--- src/hdl/epiu_params.svh ---
`ifndef EPIU_PARAMS_SVH
`define EPIU_PARAMS_SVH

// ---------------------------------------------------------------
// encodings
// ---------------------------------------------------------------
`define EPIU_OP_ADD_PTR      8'he8
`define EPIU_OP_SUB_PTR      8'he9
`define EPIU_OP_PUSH_LIT     8'hea
`define EPIU_OP_MOVE         8'heb
`define EPIU_OP_CALL_ACC     16'h0014
`define EPIU_SECOND_NIBBLE   4'hf
`define EPIU_SEL_FRAME       2'h3
`define EPIU_FRAME_PTR_IDX   2'h2
`define EPIU_PTR_COUNT       3
`define EPIU_PTR_W           12
`define EPIU_ADDR_W          12
`define EPIU_PC_W            21
`define EPIU_PC_STEP         21'h000002
`define EPIU_ZERO_DATA       8'h00
// indirect addressing registers occupy this address range
`define EPIU_INDIRECT_LO     12'hfda
`define EPIU_INDIRECT_HI     12'hfef
`define EPIU_PTR_RESET       12'h000
`endif

--- src/hdl/epiu_pkg.sv ---
package epiu_pkg;
  typedef enum logic [2:0] {
    EPIU_EX_NONE,
    EPIU_EX_PTR_WRITE,
    EPIU_EX_RETURN,
    EPIU_EX_CALL,
    EPIU_EX_PUSH,
    EPIU_EX_MOVE_FIRST
  } epiu_exec_t;

  typedef struct packed {
    logic        req;
    logic [11:0] addr;
    logic [7:0]  data;
  } epiu_mem_wr_t;

  typedef struct packed {
    logic        load;
    logic [20:0] target;
  } epiu_pc_load_t;
endpackage

--- src/hdl/epiu_decode.sv ---
`timescale 1ns/1ps
`include "epiu_params.svh"
module epiu_decode (
  input  wire logic              [15:0] instr,     // fetched word
  input  wire logic                     ext_en,    // extension enable config
  output epiu_pkg::epiu_exec_t          kind,      // decoded class
  output logic                          is_ret,    // add/sub-and-return form
  output logic                          is_sub,    // subtract form
  output logic                   [1:0]  sel,       // pointer select
  output logic                   [7:0]  lit        // literal field
);
  always_comb begin
    kind   = epiu_pkg::EPIU_EX_NONE;
    is_ret = 1'b0;
    is_sub = 1'b0;
    sel    = instr[7:6];
    lit    = instr[7:0];
    if (ext_en) begin
      if (instr == `EPIU_OP_CALL_ACC) begin
        kind = epiu_pkg::EPIU_EX_CALL;
      end else begin
        unique case (instr[15:8])
          `EPIU_OP_ADD_PTR, `EPIU_OP_SUB_PTR: begin
            is_sub = (instr[15:8] == `EPIU_OP_SUB_PTR);
            is_ret = (instr[7:6] == `EPIU_SEL_FRAME);
            kind   = epiu_pkg::EPIU_EX_PTR_WRITE;
          end
          `EPIU_OP_PUSH_LIT: kind = epiu_pkg::EPIU_EX_PUSH;
          `EPIU_OP_MOVE:     kind = epiu_pkg::EPIU_EX_MOVE_FIRST;
          default:           kind = epiu_pkg::EPIU_EX_NONE;
        endcase
      end
    end
  end
endmodule

--- src/hdl/epiu_core.sv ---
`timescale 1ns/1ps
`include "epiu_params.svh"
module epiu_core (
  input  wire logic                    clock,             // core clock, 25 MHz
  input  wire logic                    reset_n,           // async reset, active low
  input  wire logic                    extension_enable_config, // programmed enable
  input  wire logic                    instr_valid,       // instr holds a new cycle's word
  input  wire logic             [15:0] instr,             // fetched instruction word
  input  wire logic             [20:0] program_counter,   // address of instr
  input  wire logic              [7:0] working_accumulator_reg, // accumulator
  input  wire logic              [7:0] pc_high_latch,     // high latch
  input  wire logic              [7:0] pc_upper_latch,    // upper latch
  input  wire logic             [20:0] return_stack_top,  // return stack top
  input  wire logic              [7:0] mem_rd_data,       // data at mem_rd_addr
  output logic                  [11:0] mem_rd_addr,       // combinational read address
  output epiu_pkg::epiu_mem_wr_t       mem_wr,            // registered data write
  output epiu_pkg::epiu_pc_load_t      pc_load,           // registered pc load
  output logic                         stack_push,        // registered push strobe
  output logic                  [20:0] stack_push_data,   // return address
  output logic                         flush_fetch,       // next cycle is idle
  output logic                         handled,           // word is an extended op or the slot after a two-cycle one
  output logic                  [11:0] file_select_pointer [3], // pointers
  output logic                  [11:0] stack_frame_pointer // alias of pointer 2
);
  // ---------------------------------------------------------------
  // decode
  // ---------------------------------------------------------------
  epiu_pkg::epiu_exec_t kind;
  logic                 is_ret;
  logic                 is_sub;
  logic [1:0]           sel;
  logic [7:0]           lit;

  epiu_decode u_decode (
    .instr  (instr),
    .ext_en (extension_enable_config),
    .kind   (kind),
    .is_ret (is_ret),
    .is_sub (is_sub),
    .sel    (sel),
    .lit    (lit)
  );

  // ---------------------------------------------------------------
  // sequencing state
  // ---------------------------------------------------------------
  typedef enum logic [1:0] {
    EPIU_ST_IDLE,
    EPIU_ST_NOP,
    EPIU_ST_MOVE_SECOND
  } epiu_state_t;

  epiu_state_t state;
  epiu_state_t next_state;
  logic        move_indexed;
  logic        next_move_indexed;
  logic [7:0]  move_data;
  logic [7:0]  next_move_data;
  logic [11:0] ptr [3];
  logic [11:0] next_ptr [3];
  logic        next_stack_push;
  logic [20:0] next_stack_push_data;
  epiu_pkg::epiu_mem_wr_t  next_mem_wr;
  epiu_pkg::epiu_pc_load_t next_pc_load;
  logic [11:0] frame;
  logic [11:0] sum_ptr;
  logic [11:0] move_dst;
  logic        in_idle;

  assign frame   = ptr[`EPIU_FRAME_PTR_IDX];
  assign in_idle = (state == EPIU_ST_IDLE);

  function automatic logic is_indirect(input logic [11:0] a);
    is_indirect = (a >= `EPIU_INDIRECT_LO) && (a <= `EPIU_INDIRECT_HI);
  endfunction

  // wraps modulo 4096, carry dropped on purpose
  always_comb begin
    if (is_sub) begin
      sum_ptr = ptr[is_ret ? `EPIU_FRAME_PTR_IDX : sel] - {6'h00, lit[5:0]};
    end else begin
      sum_ptr = ptr[is_ret ? `EPIU_FRAME_PTR_IDX : sel] + {6'h00, lit[5:0]};
    end
  end

  // source address; combinational so the byte returns within this cycle
  always_comb begin
    mem_rd_addr = frame + {5'h00, instr[6:0]};
  end

  always_comb begin
    if (move_indexed) begin
      move_dst = frame + {5'h00, instr[6:0]};
    end else begin
      move_dst = instr[11:0];
    end
  end

  // ---------------------------------------------------------------
  // next state
  // ---------------------------------------------------------------
  always_comb begin
    next_state           = state;
    next_move_indexed    = move_indexed;
    next_move_data       = move_data;
    next_stack_push      = 1'b0;
    next_stack_push_data = stack_push_data;
    next_mem_wr          = '0;
    next_mem_wr.addr     = mem_wr.addr;
    next_mem_wr.data     = mem_wr.data;
    next_pc_load         = '0;
    next_pc_load.target  = pc_load.target;
    for (int i = 0; i < `EPIU_PTR_COUNT; i++) begin
      next_ptr[i] = ptr[i];
    end
    if (instr_valid) begin
      unique case (state)
        EPIU_ST_IDLE: begin
          unique case (kind)
            epiu_pkg::EPIU_EX_PTR_WRITE: begin
              // flags are never touched by this block
              next_ptr[is_ret ? `EPIU_FRAME_PTR_IDX : sel] = sum_ptr;
              if (is_ret) begin
                next_pc_load.load   = 1'b1;
                next_pc_load.target = return_stack_top;
                next_state          = EPIU_ST_NOP;
              end
            end
            epiu_pkg::EPIU_EX_CALL: begin
              next_stack_push      = 1'b1;
              next_stack_push_data = program_counter + `EPIU_PC_STEP;
              next_pc_load.load    = 1'b1;
              // no accumulator, status or bank save path exists
              next_pc_load.target  = {pc_upper_latch[4:0], pc_high_latch,
                                      working_accumulator_reg};
              next_state           = EPIU_ST_NOP;
            end
            epiu_pkg::EPIU_EX_PUSH: begin
              next_mem_wr.req  = 1'b1;
              next_mem_wr.addr = frame;
              next_mem_wr.data = lit;
              next_ptr[`EPIU_FRAME_PTR_IDX] = frame - 12'h001;
            end
            epiu_pkg::EPIU_EX_MOVE_FIRST: begin
              next_move_indexed = instr[7];
              if (is_indirect(mem_rd_addr)) begin
                next_move_data = `EPIU_ZERO_DATA;
              end else begin
                next_move_data = mem_rd_data;
              end
              next_state = EPIU_ST_MOVE_SECOND;
            end
            default: begin
              // lone second word or a standard op: nothing here
              next_state = EPIU_ST_IDLE;
            end
          endcase
        end
        EPIU_ST_NOP: begin
          next_state = EPIU_ST_IDLE;
        end
        EPIU_ST_MOVE_SECOND: begin
          // a malformed second word still ends the move, without a write
          if (instr[15:12] == `EPIU_SECOND_NIBBLE &&
              !(move_indexed && is_indirect(move_dst))) begin
            next_mem_wr.req  = 1'b1;
            next_mem_wr.addr = move_dst;
            next_mem_wr.data = move_data;
          end
          next_state = EPIU_ST_IDLE;
        end
        default: next_state = EPIU_ST_IDLE;
      endcase
    end
  end

  // ---------------------------------------------------------------
  // registers
  // ---------------------------------------------------------------
  always_ff @(posedge clock or negedge reset_n) begin
    if (!reset_n) begin
      state           <= EPIU_ST_IDLE;
      move_indexed    <= 1'b0;
      move_data       <= 8'h00;
      stack_push      <= 1'b0;
      stack_push_data <= 21'h000000;
      mem_wr          <= '0;
      pc_load         <= '0;
      for (int i = 0; i < `EPIU_PTR_COUNT; i++) begin
        ptr[i] <= `EPIU_PTR_RESET;
      end
    end else begin
      state           <= next_state;
      move_indexed    <= next_move_indexed;
      move_data       <= next_move_data;
      stack_push      <= next_stack_push;
      stack_push_data <= next_stack_push_data;
      mem_wr          <= next_mem_wr;
      pc_load         <= next_pc_load;
      for (int i = 0; i < `EPIU_PTR_COUNT; i++) begin
        ptr[i] <= next_ptr[i];
      end
    end
  end

  // ---------------------------------------------------------------
  // outputs
  // ---------------------------------------------------------------
  assign flush_fetch         = in_idle && instr_valid &&
                               ((kind == epiu_pkg::EPIU_EX_PTR_WRITE && is_ret) ||
                                kind == epiu_pkg::EPIU_EX_CALL);
  assign handled             = instr_valid &&
                               (!in_idle || kind != epiu_pkg::EPIU_EX_NONE);
  assign stack_frame_pointer = ptr[`EPIU_FRAME_PTR_IDX];

  generate
    for (genvar g = 0; g < `EPIU_PTR_COUNT; g++) begin : g_ptr_out
      assign file_select_pointer[g] = ptr[g];
    end
  endgenerate
endmodule

--- config.mk ---
export PLATFORM = sky130hd
export DESIGN_NAME = epiu_core
export DESIGN_NICKNAME = d
export VERILOG_FILES = /design/src/hdl/epiu_pkg.sv /design/src/hdl/epiu_decode.sv /design/src/hdl/epiu_core.sv
export VERILOG_INCLUDE_DIRS = /design/src /design/src/hdl
export SDC_FILE = /design/constraint.sdc
export NUM_CORES = 1
export LEC_CHECK = 0
export BUFFER_PORTS_ARGS = -buffer_cell sky130_fd_sc_hd__buf_2
export CAP_MARGIN = 20
export CORE_MARGIN = 5
export CORE_UTILIZATION = 55
export CTS_CLUSTER_DIAMETER = 80
export DETAILED_ROUTE_END_ITERATION = 8
export GPL_TIMING_DRIVEN = 0
export PLACE_DENSITY_LB_ADDON = 0.15
export RECOVER_POWER = 50
export SYNTH_ARGS = -nofsm -noshare
export SYNTH_HDL_FRONTEND = slang
export SYNTH_SLANG_ARGS = --single-unit
--- constraint.sdc ---
create_clock -name clock -period 8.8 [get_ports clock]
set_input_delay 2.64 -clock clock [delete_from_list [all_inputs] [get_ports clock]]
set_output_delay 2.64 -clock clock [all_outputs]
set_load 0.01 [all_outputs]
=== Word-level counts from Yosys, hierarchy flattened ===
Index checks and enable logic that the tools add are counted.

* Multiplexer cells: 34
* Add/sub/neg operators: 5
* Reduce and logical (&&, ||, !) cells: 26
* Multipliers: 0
* Div/mod/pow operators: 0
* Equality and inequality tests: 17
* Shifts and indexed selects: 0
* Order comparisons: 6
* Bitwise logic cells: 1

{| class="wikitable"
|+ Operators by type and width
! operator !! count
|-
| $mux W22 || 3
|-
| $mux W21 || 3
|-
| $mux W12 || 5
|-
| $pmux W22 S2 || 1
|-
| $pmux W21 S2 || 1
|-
| $bwmux W36 || 1
|-
| $eq A8 B8 Y1 const B || 4
|-
| $bmux W12 S2 || 1
|-
| $demux W12 S2 || 1
|-
| $ge A12 B12 Y1 const B || 2
|-
| $le A12 B12 Y1 const B || 2
|-
| $pmux W12 S2 || 1
|-
| $add A21 B2 Y21 const B || 1
|-
| $eq A16 B5 Y1 const B || 1
|-
| $reduce_and A3 Y1 || 5
|-
| $add A12 B6 Y12 || 1
|-
| $add A12 B7 Y12 || 1
|-
| $sub A12 B1 Y12 const B || 1
|-
| $sub A12 B6 Y12 || 1
|-
| $logic_and A1 B1 Y1 || 9
|-
| $mux W1 || 9
|-
| $pmux W3 S3 || 1
|-
| $mux W8 || 1
|-
| $pmux W2 S4 || 1
|-
| 20 further kinds || 32
|}

* Memories: 0
* Bits of input ports: 94
* Output and inout bits: 127
* RAM bits: 0
* Register bits: 112
* Latch bits: 0
* Word-level logic and storage cells: 102
* Memory bits (read-only): 0

=== Depth between registers and ports, before layout ===
* Word-level depth: 14
* Mapped depth: 17
* Depth with buffers taken out: 16

=== By module ===
A second synthesis with hierarchy kept.

* Cell total of the unflattened synthesis: 773
* Area, all modules: 6886.6 µm²

{| class="wikitable"
|+ Modules (own cells, without submodules)
! module !! cells each !! times used !! area an instance (µm²)
|-
| epiu_core || 746 || 1 || 6696.4
|-
| epiu_decode || 27 || 1 || 190.2
|}

=== Worst setup path after synthesis ===
No wires, ideal clock.

* Path type: input port to output port
* From: input instr[0]
* To: output mem_rd_addr[10]
* Stages on the path: 7
* Required time: 6160 ps
* Slack: 1694 ps
* Path buffers: 0
* Arrival time: 4466 ps
* Cells stage by stage: ha_1 fa_1 a21o_1 a2111oi_4 nor2b_1 o2111ai_1 xnor2_1

* Longest elaborated chain between the ends: 1

{| class="wikitable"
|+ Ends and longest elaborated chain
! what !! RTL line !! RTL
|-
| start, declared || epiu_core.sv:8 || <nowiki>input wire logic [15:0] instr,</nowiki>
|-
| $add A12 B7 Y12 || epiu_core.sv:88 || <nowiki>mem_rd_addr = frame + {5'h00, instr[6:0]};</nowiki>
|-
| end, declared || epiu_core.sv:15 || <nowiki>output logic [11:0] mem_rd_addr,</nowiki>
|}

No other way between the ends.

=== Final worst setup path ===
Ends and elaborated chain as after synthesis.

==> impl_metrics.py <==
metrics = {
    "logic_synthesis": {
        "ys_ff_latch": 112,
        "netlist.area_leader.share": 0.419,
        "yosys-mux-area-fraction": 0.0486,
        "ys_types": 72,
        "async_flop_share": 1.00,
        "synth-edff-count": 0,
        "syn_inst": 734,
        "yosys.area.top_type": "dfrtp_1",
        "synth_warnings": 0,
        "ys.flop_type": "dfrtp_1",
        "syn_area_um2": 6690,
        "synth_compound_area_frac": 0.225,
        "yosys-top-cells-area": "dfrtp_1 42%, nor2_1 4.7%, o21ai_0 4.3%",
        "yosys.area_share.xor_xnor": 0.0484,
        "synth_simple_gate_area_frac": 0.164,
        "synth_top_family_by_area": "compound AO/OA/AOI/OAI gates",
        "ys_seq_area_frac": 0.419,
        "synth_fa_ha_area_frac": 0.0453,
        "syn_nets": 851,
        "avgSynthCellArea_um2": 9.11,
    },
    "drt": {
        "drt_wl_total_mm": 20.2,
        "ant_nets": 0,
        "first_pass_iters": 6,
        "vias": 6573,
        "first_iter_violations": 565,
        "drc": 0,
        "via_per_inst": 5.90,
        "wire_per_inst_um": 18.2,
    },
    "global_routing": {
        "grt_pass1_wl_mm": 32.0,
        "grt.total_usage": 0.276,
        "grt_pass1_vias": 6309,
        "grt_remaining_overflow": 0,
        "grt_max_degree": 68,
        "antenna_found_initial": 0,
    },
    "timing": {
        "setup_ws_ps": 1030,
        "rsz0062_at_grt": "false",
        "min_period_over_period": 0.883,
        "finClkSkew_ps": 9.10,
        "relSlewSlack": -1.27,
        "min_period_ps": 7770,
        "maxSlewViolCount": 115,
        "setup_tns_ps": 0,
        "max_freq_mhz": 129,
        "setup_violations": 0,
        "finalHoldViolCount": 0,
        "worst_pin_slew_ps": 3400,
    },
    "critical_path": {
        "r2r_slack_ps": 5240,
        "startpoint": "instr[0]",
        "r2r-end": "mem_wr[3]",
        "cp-start-kind": "input port",
        "worstSetupEndpointType": "output pin",
        "setup.worst_path.end": "mem_rd_addr[10]",
        "crit_arrival_ps": 5130,
        "required_ps": 6160,
        "r2r_start": "stack_frame_pointer[0]",
        "r2r_cells": 11,
        "worstSetupPathType": "input port to output pin",
        "crit_fanout": 6,
    },
    "die": {
        "die-area_um2": 14500,
        "core_um2": 12000,
        "dieHeight_um": 120,
        "ios": 221,
        "initial_core_util": 0.559,
        "die_width_um": 120,
        "fp-row-count": 40,
    },
    "finish": {
        "design_area_um2": 8160,
        "final_cell_mix": "153 x buf_2, 112 x dfrtp_1, 97 x clkbuf_1",
        "final_nets": 1079,
        "syn2layout_area_growth_pct": 22.0,
        "final_util": 0.683,
        "final_common_cell": "buf_2",
        "fillers": 1052,
        "layout-drive-gt1-share": 0.219,
        "diodes": 0,
    },
    "clock_tree": {
        "htreeDepth": 3,
        "hold_buffers": 0,
        "clock_path_buffers": 2,
        "clk_pin_slew_ps": 70,
        "cts_resized": 0,
        "cts_buffers": 9,
        "cts_tree": "yes",
        "clk_latency_ps": 360,
        "clkSinkCount": 112,
        "cts_setup_buffers": 0,
        "root_buffer": "clkbuf_16",
    },
    "pwr": {
        "p_total_w": 0.00108,
        "p_per_area_nw_per_um2": 132,
        "peakVddDrop_v": 0.000105,
        "p_leak_nw": 3.96,
    },
    "place": {
        "pre_cts_slack_ps": 1050,
        "dpl-instance-area_um2": 7990,
        "dp_hpwl_mm": 15.3,
        "place_congestion": 0.918,
        "portBuffers": 216,
    },
    "run_status": {
        "violations": "capacitance limit, slew limit",
        "outcome": "finished, violations left",
    },
    "hold_path": {
        "hp-class": "flop to flop",
    },
    "flow_run": {
        "max_cap_viol_count": 2,
    },
}
-- routing by layer --
layer	track usage	wire (um)	part of all wire	up-vias
met5	0	0	0	-
li1	-	-	-	3111
met4	0.0652	353	0.017	0
met2	0.442	9530	0.47	293
met3	0.0711	1850	0.091	32
met1	0.380	8500	0.42	3137
-- synth_stat cells (5+ instances only) --
| cell type | n |
|---|---|
| dfrtp_1 | 112 |
| nor2_1 | 83 |
| nand2_1 | 69 |
| o21ai_0 | 58 |
| a21oi_1 | 55 |
| a22oi_1 | 32 |
| clkbuf_1 | 30 |
| inv_1 | 25 |
| ha_1 | 21 |
| xnor2_1 | 21 |
| mux2i_1 | 19 |
| nor3_1 | 16 |
| xor2_1 | 16 |
| nand3_1 | 13 |
| buf_4 | 12 |
| mux2_2 | 12 |
| a221o_1 | 11 |
| a22o_1 | 11 |
| and3_1 | 6 |
| nor2b_1 | 6 |
| or2_2 | 6 |
| a211oi_1 | 5 |
| a21o_1 | 5 |
| buf_1 | 5 |
| or3_1 | 5 |
-- worst max-delay path: stages --
cell and delay, ps:
buf_2 160, ha_1 260, fa_1 440, a21o_1 260
a2111oi_4 440, nor2b_1 120, o2111ai_1 270, xnor2_1 300
buf_2 240
-- how the worst min path moves through the flow --
stage	from	endpoint	slack, ps	depth (start not counted)
after floorplan	move_data[0]	move_data[0]	470	1
after global placement	stack_push_data[0]	stack_push_data[0]	450	2
after detailed placement	stack_push_data[2]	stack_push_data[2]	450	2
after CTS	stack_push_data[2]	stack_push_data[2]	470	2
after global routing	stack_push_data[0]	stack_push_data[0]	500	2
final	stack_push_data[2]	stack_push_data[2]	470	2
-- logic make-up (layout without fill, tap and decap cells) --
logic type	count (synthesis)	in the layout
simple gates	234	234
compound gates	222	222
flops	112	112
buf+inv	75	308
xor+xnor	37	37
mux	31	31
fa+ha+maj	23	23
-- registers in the layout (all words and copies together) (netlist names) --
name / cells
stack_frame_pointer: 12
pc_load: 22
stack_push: 1
mem_wr: 21
stack_push_data: 21
file_select_pointer: 24
state: 2
move_data: 8
move_indexed: 1
-- through the flow --
step	hold WS [ps]	std cells
finish	474	1114
floorplan	473	734
global placement	446	1097
CTS	472	1114
global route	501	1114
detailed placement	451	1098
-- power breakdown --
group	switching, W	internal (W)	total (W)
Sequential	0.00000968	0.000522	0.000532
Clock	0.000187	0.000210	0.000396
Combinational	0.0000893	0.0000607	0.000150
Total	0.000286	0.000793	0.00108
-- final cells by class --
class,count,area (um2),area share
Clock inverter,3,25.0,0.00307
Sequential cell,112,2800,0.343
Clock buffer,13,260,0.0319
Inverter,26,97.6,0.0120
Buffer,49,238,0.0291
Tap cell,147,184,0.0225
Timing Repair Buffer,217,1000,0.123
Multi-Input combinational cell,547,3550,0.435
Note: power is estimated with default switching activity, not from simulation.
